File: src/ioc_regs.vh
`ifndef IOC_REGS_VH
`define IOC_REGS_VH

// Register byte addresses
`define IOC_ADDR_CTRL 4'h0
`define IOC_ADDR_STATUS 4'h4
`define IOC_ADDR_W 4

// Control register fields
`define IOC_CTRL_CAPTURE_EN 0
`define IOC_CTRL_VARIANT 1
`define IOC_CTRL_INV_OUT_CLK 2
`define IOC_CTRL_INV_IN_CLK 3
`define IOC_CTRL_OUT_INVERT 4
`define IOC_CTRL_OUT_REGISTERED 5
`define IOC_CTRL_TRI_INVERT 6
`define IOC_CTRL_INIT_SET 7
`define IOC_CTRL_DELAY_LO 8
`define IOC_CTRL_DELAY_HI 9
`define IOC_CTRL_TRI_CONNECTED 10
`define IOC_CTRL_CE_CONNECTED 11
`define IOC_CTRL_SOFT_GSR 12
`define IOC_CTRL_W 13
`define IOC_CTRL_RESET 13'h0000

// Input delay selection codes
`define IOC_DELAY_AUTO 2'h0
`define IOC_DELAY_MEDIUM 2'h1
`define IOC_DELAY_FULL 2'h2
`define IOC_DELAY_NONE 2'h3

// Status register fields
`define IOC_STAT_PAD 0
`define IOC_STAT_CAPTURE 1
`define IOC_STAT_INPUT 2
`define IOC_STAT_OUTREG 3
`define IOC_STAT_OE_N 4
`define IOC_STAT_W 5

// Bus responses
`define IOC_RESP_OKAY 2'h0
`define IOC_RESP_SLVERR 2'h2

`endif

File: src/ioc_io_cell.v
`timescale 1ns/100ps
// Functional notes
// - Early capture latch is timed by the output-side clock, not the input clock.
// - Capture latch data passes on to the input flop or latch.
// - Variant one: low-transparent capture latch feeding rising-edge input flop.
// - Variant two: low-transparent capture latch feeding high-transparent input latch.
// - Each clock into the capture variants can be inverted inside the cell.
// - With capture latch in use, default input delay becomes medium.
// - Output optionally inverted, then direct to pad or through output register.
// - Three-state control high, after optional inversion, forces the pad driver off regardless of data.
// - Output data and three-state polarity configurable independently.
// - Power-up or global set/reset loads output register with its initial value.
// - Output register loads on rising edge only with clock enable high.
// - Unconnected three-state control reads as low.
// - Unconnected output clock enable reads as high.
`include "ioc_regs.vh"

module ioc_io_cell (
	input wire aclk,
	input wire aresetn,
	input wire [31:0] s_axi_awaddr,
	input wire [2:0] s_axi_awprot,
	input wire s_axi_awvalid,
	output reg s_axi_awready,
	input wire [31:0] s_axi_wdata,
	input wire [3:0] s_axi_wstrb,
	input wire s_axi_wvalid,
	output reg s_axi_wready,
	output reg [1:0] s_axi_bresp,
	output reg s_axi_bvalid,
	input wire s_axi_bready,
	input wire [31:0] s_axi_araddr,
	input wire [2:0] s_axi_arprot,
	input wire s_axi_arvalid,
	output reg s_axi_arready,
	output reg [31:0] s_axi_rdata,
	output reg [1:0] s_axi_rresp,
	output reg s_axi_rvalid,
	input wire s_axi_rready,
	input wire pad_in,
	output reg pad_out,
	output reg pad_oe_n,
	input wire out_clk,
	input wire in_clk,
	input wire out_data,
	input wire out_ce,
	input wire tri_ctl,
	input wire global_set_reset,
	output reg in_data
);

////////////////////////////////////////////////////////////////////////////////
// Registers and state

reg [`IOC_CTRL_W-1:0] ctrl;
reg aw_got;
reg w_got;
reg [`IOC_ADDR_W-1:0] aw_addr;
reg [31:0] w_data;
reg [3:0] w_strb;
reg pad_d1;
reg pad_d2;
reg early_capture_latch;
reg in_q;
reg in_clk_prev;
reg out_clk_prev;
reg out_q;

wire capture_en = ctrl[`IOC_CTRL_CAPTURE_EN];
wire [1:0] delay_field = ctrl[`IOC_CTRL_DELAY_HI:`IOC_CTRL_DELAY_LO];

////////////////////////////////////////////////////////////////////////////////
// Input path

reg [1:0] next_delay;
reg next_pad;
wire eff_out_clk = out_clk ^ ctrl[`IOC_CTRL_INV_OUT_CLK];
wire eff_in_clk = in_clk ^ ctrl[`IOC_CTRL_INV_IN_CLK];
wire in_src = capture_en ? early_capture_latch : next_pad;
wire in_rise = eff_in_clk & ~in_clk_prev;

always @* begin
	next_delay = delay_field;
	if (delay_field == `IOC_DELAY_AUTO) begin
		next_delay = capture_en ? `IOC_DELAY_MEDIUM : `IOC_DELAY_NONE;
	end
	case (next_delay)
		`IOC_DELAY_MEDIUM: next_pad = pad_d1;
		`IOC_DELAY_FULL: next_pad = pad_d2;
		default: next_pad = pad_in;
	endcase
end

reg next_capture;
reg next_in_q;

// Capture latch follows the sampled level of its clock; the input element follows the level (latch variant) or a sampled rising edge (flop variant)
always @* begin
	next_capture = early_capture_latch;
	if (!eff_out_clk) begin
		next_capture = next_pad;
	end
	next_in_q = in_q;
	if (ctrl[`IOC_CTRL_VARIANT]) begin
		if (eff_in_clk) begin
			next_in_q = in_src;
		end
	end else begin
		if (in_rise) begin
			next_in_q = in_src;
		end
	end
end

always @(posedge aclk) begin
	if (!aresetn) begin
		pad_d1 <= 1'b0;
		pad_d2 <= 1'b0;
		early_capture_latch <= 1'b0;
		in_q <= 1'b0;
		in_clk_prev <= 1'b0;
		in_data <= 1'b0;
	end else begin
		pad_d1 <= pad_in;
		pad_d2 <= pad_d1;
		in_clk_prev <= eff_in_clk;
		early_capture_latch <= next_capture;
		in_q <= next_in_q;
		in_data <= in_q;
	end
end

////////////////////////////////////////////////////////////////////////////////
// Output path

wire eff_data = out_data ^ ctrl[`IOC_CTRL_OUT_INVERT];
wire eff_ce = ctrl[`IOC_CTRL_CE_CONNECTED] ? out_ce : 1'b1;
wire eff_tri_raw = ctrl[`IOC_CTRL_TRI_CONNECTED] ? tri_ctl : 1'b0;
wire eff_tri = eff_tri_raw ^ ctrl[`IOC_CTRL_TRI_INVERT];
wire out_rise = eff_out_clk & ~out_clk_prev;
wire gsr_active = global_set_reset | ctrl[`IOC_CTRL_SOFT_GSR];

reg next_out_q;
reg next_pad_out;
reg next_pad_oe_n;

always @* begin
	next_out_q = out_q;
	if (gsr_active) begin
		next_out_q = ctrl[`IOC_CTRL_INIT_SET];
	end else if (out_rise && eff_ce) begin
		next_out_q = eff_data;
	end
	if (ctrl[`IOC_CTRL_OUT_REGISTERED]) begin
		next_pad_out = out_q;
	end else begin
		next_pad_out = eff_data;
	end
	next_pad_oe_n = eff_tri;
end

always @(posedge aclk) begin
	if (!aresetn) begin
		out_q <= 1'b0;
		out_clk_prev <= 1'b0;
		pad_out <= 1'b0;
		pad_oe_n <= 1'b0;
	end else begin
		out_clk_prev <= eff_out_clk;
		out_q <= next_out_q;
		pad_out <= next_pad_out;
		pad_oe_n <= next_pad_oe_n;
	end
end

////////////////////////////////////////////////////////////////////////////////
// AXI4-Lite write channel

wire aw_hit_ctrl = (aw_addr == `IOC_ADDR_CTRL);
wire aw_hit_stat = (aw_addr == `IOC_ADDR_STATUS);
reg [31:0] next_ctrl_word;

always @* begin
	next_ctrl_word = {{(32-`IOC_CTRL_W){1'b0}}, ctrl};
	if (w_strb[0]) begin
		next_ctrl_word[7:0] = w_data[7:0];
	end
	if (w_strb[1]) begin
		next_ctrl_word[15:8] = w_data[15:8];
	end
end

localparam WR_WAIT = 2'h0;
localparam WR_COMMIT = 2'h1;
localparam WR_RESP = 2'h2;

wire aw_take = s_axi_awvalid && s_axi_awready;
wire w_take = s_axi_wvalid && s_axi_wready;
reg [1:0] wr_state;
reg [1:0] next_wr_state;
reg next_aw_got;
reg next_w_got;
reg next_awready;
reg next_wready;
reg next_bvalid;
reg [1:0] next_bresp;
reg next_ctrl_load;

// Address and data may arrive in either order; the response waits for both
always @* begin
	next_wr_state = wr_state;
	next_aw_got = aw_got;
	next_w_got = w_got;
	next_awready = s_axi_awready;
	next_wready = s_axi_wready;
	next_bvalid = s_axi_bvalid;
	next_bresp = s_axi_bresp;
	next_ctrl_load = 1'b0;
	case (wr_state)
		WR_WAIT: begin
			if (aw_take) begin
				next_aw_got = 1'b1;
				next_awready = 1'b0;
			end
			if (w_take) begin
				next_w_got = 1'b1;
				next_wready = 1'b0;
			end
			if ((aw_got || aw_take) && (w_got || w_take)) begin
				next_wr_state = WR_COMMIT;
			end
		end
		WR_COMMIT: begin
			next_aw_got = 1'b0;
			next_w_got = 1'b0;
			next_bvalid = 1'b1;
			next_wr_state = WR_RESP;
			if (aw_hit_ctrl) begin
				next_ctrl_load = 1'b1;
				next_bresp = `IOC_RESP_OKAY;
			end else if (aw_hit_stat) begin
				next_bresp = `IOC_RESP_OKAY;
			end else begin
				next_bresp = `IOC_RESP_SLVERR;
			end
		end
		WR_RESP: begin
			if (s_axi_bready) begin
				next_bvalid = 1'b0;
				next_awready = 1'b1;
				next_wready = 1'b1;
				next_wr_state = WR_WAIT;
			end
		end
		default: begin
			next_wr_state = WR_WAIT;
		end
	endcase
end

always @(posedge aclk) begin
	if (!aresetn) begin
		wr_state <= WR_WAIT;
		ctrl <= `IOC_CTRL_RESET;
		aw_got <= 1'b0;
		w_got <= 1'b0;
		aw_addr <= {`IOC_ADDR_W{1'b0}};
		w_data <= 32'h00000000;
		w_strb <= 4'h0;
		s_axi_awready <= 1'b1;
		s_axi_wready <= 1'b1;
		s_axi_bvalid <= 1'b0;
		s_axi_bresp <= `IOC_RESP_OKAY;
	end else begin
		wr_state <= next_wr_state;
		aw_got <= next_aw_got;
		w_got <= next_w_got;
		s_axi_awready <= next_awready;
		s_axi_wready <= next_wready;
		s_axi_bvalid <= next_bvalid;
		s_axi_bresp <= next_bresp;
		if (aw_take) begin
			aw_addr <= s_axi_awaddr[`IOC_ADDR_W-1:0];
		end
		if (w_take) begin
			w_data <= s_axi_wdata;
			w_strb <= s_axi_wstrb;
		end
		if (next_ctrl_load) begin
			ctrl <= next_ctrl_word[`IOC_CTRL_W-1:0];
		end
	end
end

////////////////////////////////////////////////////////////////////////////////
// AXI4-Lite read channel

reg [`IOC_STAT_W-1:0] status;

always @* begin
	status = {`IOC_STAT_W{1'b0}};
	status[`IOC_STAT_PAD] = next_pad;
	status[`IOC_STAT_CAPTURE] = early_capture_latch;
	status[`IOC_STAT_INPUT] = in_q;
	status[`IOC_STAT_OUTREG] = out_q;
	status[`IOC_STAT_OE_N] = pad_oe_n;
end

always @(posedge aclk) begin
	if (!aresetn) begin
		s_axi_arready <= 1'b1;
		s_axi_rvalid <= 1'b0;
		s_axi_rdata <= 32'h00000000;
		s_axi_rresp <= `IOC_RESP_OKAY;
	end else begin
		if (s_axi_arvalid && s_axi_arready) begin
			s_axi_arready <= 1'b0;
			s_axi_rvalid <= 1'b1;
			s_axi_rresp <= `IOC_RESP_OKAY;
			case (s_axi_araddr[`IOC_ADDR_W-1:0])
				`IOC_ADDR_CTRL: s_axi_rdata <= {{(32-`IOC_CTRL_W){1'b0}}, ctrl};
				`IOC_ADDR_STATUS: s_axi_rdata <= {{(32-`IOC_STAT_W){1'b0}}, status};
				default: begin
					s_axi_rdata <= 32'h00000000;
					s_axi_rresp <= `IOC_RESP_SLVERR;
				end
			endcase
		end
		if (s_axi_rvalid && s_axi_rready) begin
			s_axi_rvalid <= 1'b0;
			s_axi_arready <= 1'b1;
		end
	end
end

endmodule // ioc_io_cell

File: config.mk
export PLATFORM = sky130hd
export DESIGN_NAME = ioc_io_cell
export DESIGN_NICKNAME = d
export VERILOG_FILES = /design/src/ioc_io_cell.v
export VERILOG_INCLUDE_DIRS = /design/src
export SDC_FILE = /design/constraint.sdc
export NUM_CORES = 1
export LEC_CHECK = 0
export ABC_AREA = 1
export BUFFER_PORTS_ARGS = -buffer_cell sky130_fd_sc_hd__buf_2
export CAP_MARGIN = 0
export CORE_ASPECT_RATIO = 1.25
export CORE_MARGIN = 2
export CORE_UTILIZATION = 43
export DETAILED_ROUTE_END_ITERATION = 7
export GPL_TIMING_DRIVEN = 0
export PLACE_DENSITY_LB_ADDON = 0.1
export SKIP_LAST_GASP = 1
export SLEW_MARGIN = 20
export SYNTH_ARGS = -nofsm -noshare
export SYNTH_HDL_FRONTEND = slang
export SYNTH_SLANG_ARGS = --single-unit
File: constraint.sdc
create_clock -name aclk -period 1.3 [get_ports aclk]
set_input_delay 0.065 -clock aclk [delete_from_list [all_inputs] [get_ports aclk]]
set_output_delay 0.065 -clock aclk [all_outputs]
set_load 0.02 [all_outputs]
==> impl_metrics.csv <==
group,metric,value,unit
clocking,cts_htree_levels,3,
detailed_routing,postRouteAntennaNets,0,
final_layout,seqCellArea,1320,sq um
critical_path,critPathCaptureType,"register",
yosys,synth_seq_cells,66,
final_layout,stdcell_count,564,
detailed_routing,drt-total-wl,5.77,mm
detailed_routing,wl_per_cell,10.2,microns
timing,hold_viol,0,
floorplan,dieArea,6960,sq um
clocking,cts_sinks,66,
place,gp_congestion,0.836,
timing,finalMaxSlewViolations,0,
yosys,synth_edf_count,0,
place,place_inst,526,
critical_path,path_class,"input port to register",
global_routing,overflow,0,
yosys,synth.avg_cell_area,7.49,sq um
final_layout,layout-drive-gt1-share,24.4,%
clocking,clockBufferDepth,2,
critical_path,cp_max_fo,5,
timing,fmax,0.847,GHz
yosys,synth_area,2710,sq um
final_layout,area_growth,35.9,%
critical_path,worstSetupStartpointType,"input port",
timing,fin_skew,0.00564,ns
timing,rsz0062_at_grt,"yes",
critical_path,crit_arrival,1.47,ns
place,placed_area,3190,sq um
critical_path,worstRegToRegCells,6,
final_layout,fillCellCount,608,
floorplan,start_util,44.3,%
yosys,async_flop_share,0,%
floorplan,design.core.area,6130,sq um
pwr,cellPowerDensity,1430,nW/um^2
clocking,numCtsBuffers,9,
pwr,seqPwrFrac,42.2,%
yosys,synth.area.top_cells,"dfxtp_1 (49%), nor2_1 (11%), o21ai_0 (7.8%), nand2_1 (6.9%), buf_4 (6.6%)",
floorplan,num_io_pins,164,
yosys,synth.most_common_cell,"nor2_1",
job,drv_cap,0,
clocking,root_buffer,"clkbuf_8",
yosys,synth_flop_cell,"dfxtp_1",
yosys,netlist_top_cells_count,"nor2_1 (78), dfxtp_1 (66), nand2_1 (50)",
hold_path,hold_path_class,"input port to register",
detailed_routing,drt-initial-drc-count,74,
status,status,"finished clean",
pwr,pwr-share-clk,44.2,%
pwr,ir_drop,0.911,mV
floorplan,die_h,92.8,microns
global_routing,antenna_found_initial,0,
final_layout,multi_input_area,1100,sq um
final_layout,antenna_cells,0,
yosys,ys_warn_count,0,
global_routing,grt_pass1_wl,9.69,mm
timing,finalCriticalPeriod,1.18,ns
timing,setup_viol,0,
clocking,tritoncts,"yes",
hold_path,worstHoldPathCells,3,
place,io_buffers,59,
pwr,switching_share,24.5,%
detailed_routing,first_pass_iters,4,
pwr,combPwrFrac,13.6,%
detailed_routing,via_per_inst,4.28,
global_routing,grt_start_max_net_pins,13,
place,place.detailed.hpwl,4.21,mm
final_layout,finalInstanceArea,3680,sq um
clocking,clkTransAtPathRegs,0.07,ns
yosys,yosysUniqueCellTypes,26,
floorplan,die_w,75.0,microns
detailed_routing,drc_errors,0,
final_layout,fin_nets,594,
timing,post-route-period-util,90.8,%
floorplan,rows,32,
global_routing,grt_pass1_vias,2241,
yosys,synthCells,362,
pwr,intPower,3.98,mW
pwr,p_sw,1.29,mW
clocking,clock_latency,0.34,ns
clocking,cts_post_setup_buffers_inserted,0,
yosys,synth.top_cell.area_share,48.7,%
yosys,yosysTopAreaCell,"dfxtp_1",
pwr,power.leakage,1.81,nW
yosys,synth-seq-area-share,48.7,%
detailed_routing,via_count,2415,
critical_path,cp.required,1.59,ns
global_routing,grt.total_usage,18.3,%
## through the flow
stage	power, mW	utilization (%)	TNS (ns)	worst slack [ns]	hold slack [ns]
after CTS	5.32	60.1	0	0.0893	0.00106
after global routing	5.52	60.1	-0.0158	-0.00809	0.0282
after detailed placement	2.94	52.0	0	0.104	0.265
after global placement	2.93	52.0	0	0.142	0.259
after floorplan	2.75	-	0	0.179	0.158
final	5.27	60.1	0	0.119	0.00932
## layer usage
layer | global-route usage, % | vias up | part of all wire, %
li1 | - | 1322 | -
met1 | 21.1 | 1020 | 44
met2 | 31.0 | 61 | 49
met3 | 4.35 | 12 | 4.9
met4 | 8.63 | 0 | 2.3
met5 | 0 | - | 0
## placed cells by master, fill, tap and decap left out, types with 2 or more instances in the layout
cell type      count
clkbuf_2           2
xor2_1             4
a21oi_1           22
nand3_1           16
nand2_1           50
buf_4             24
inv_1             33
dfxtp_1           66
conb_1            21
o21ai_0           41
nor2_1            78
nor2_4             2
inv_2              2
clkbuf_8          10
bufinv_16          4
buf_2             61
nand2_2            4
clkinv_2           2
dlygate4sd3_1     22
clkbuf_1           3
## area by class of cell
type | instances | area share, %
clock buffer | 10 | 3.74
inverter | 37 | 3.84
tap | 85 | 2.89
buffer | 32 | 6.05
sequential | 66 | 35.9
clock inverter | 6 | 3.70
timing repair buffer | 81 | 14.0
multi-input combinational | 247 | 29.9
## cells by family after synthesis
| group | count (synthesis) | share of synthesized area [%] |
|---|---|---|
| AOI/OAI and AO/OA | 68 | 12.8 |
| xor gates and xnor gates | 4 | 1.29 |
| buffers and inverters | 69 | 13.4 |
| DFF | 66 | 48.7 |
| other | 1 | 0.138 |
| and+or+nand+nor | 154 | 23.6 |
## worst max-delay path: stages
cell	delay, ns
dlygate4sd3_1	0.53
buf_2	0.12
inv_1	0.07
nand2_2	0.08
nor2_1	0.30
nand2_1	0.11
nand3_1	0.10
nand2_1	0.06
inv_1	0.04
## sequential cells by signal, summed over array words and instances (netlist names), 2 cells and up
name         count
s_axi_rdata     13
w_strb           2
wr_state         2
aw_addr          4
ctrl            13
w_data          13
## power groups by stage
stage	sequential, mW	combinational, mW	clock [mW]
CTS	2.23	0.718	2.37
floorplan	2.32	0.437	0
detailed placement	2.27	0.666	0
global placement	2.27	0.656	0
finish	2.23	0.716	2.33
global route	2.24	0.822	2.46
## timing repair
action                                  4_1_cts  5_1_grt
gates resized for setup                       0        4
hold endpoints to repair                     23        0
endpoints found under the setup margin        0       10
hold buffers                                 22        0
## final timing paths
| check | slack [ns] | from | endpoint |
|---|---|---|---|
| max reg2reg | 0.12 | aw_addr[0] | ctrl[11] |
| min | 0.009 | s_axi_wstrb[0] | w_strb[0] |
| max | 0.12 | s_axi_araddr[3] | s_axi_rdata[3] |
| min reg2reg | 0.43 | pad_d1 | pad_d2 |
Power figures use the tool's default switching activity.
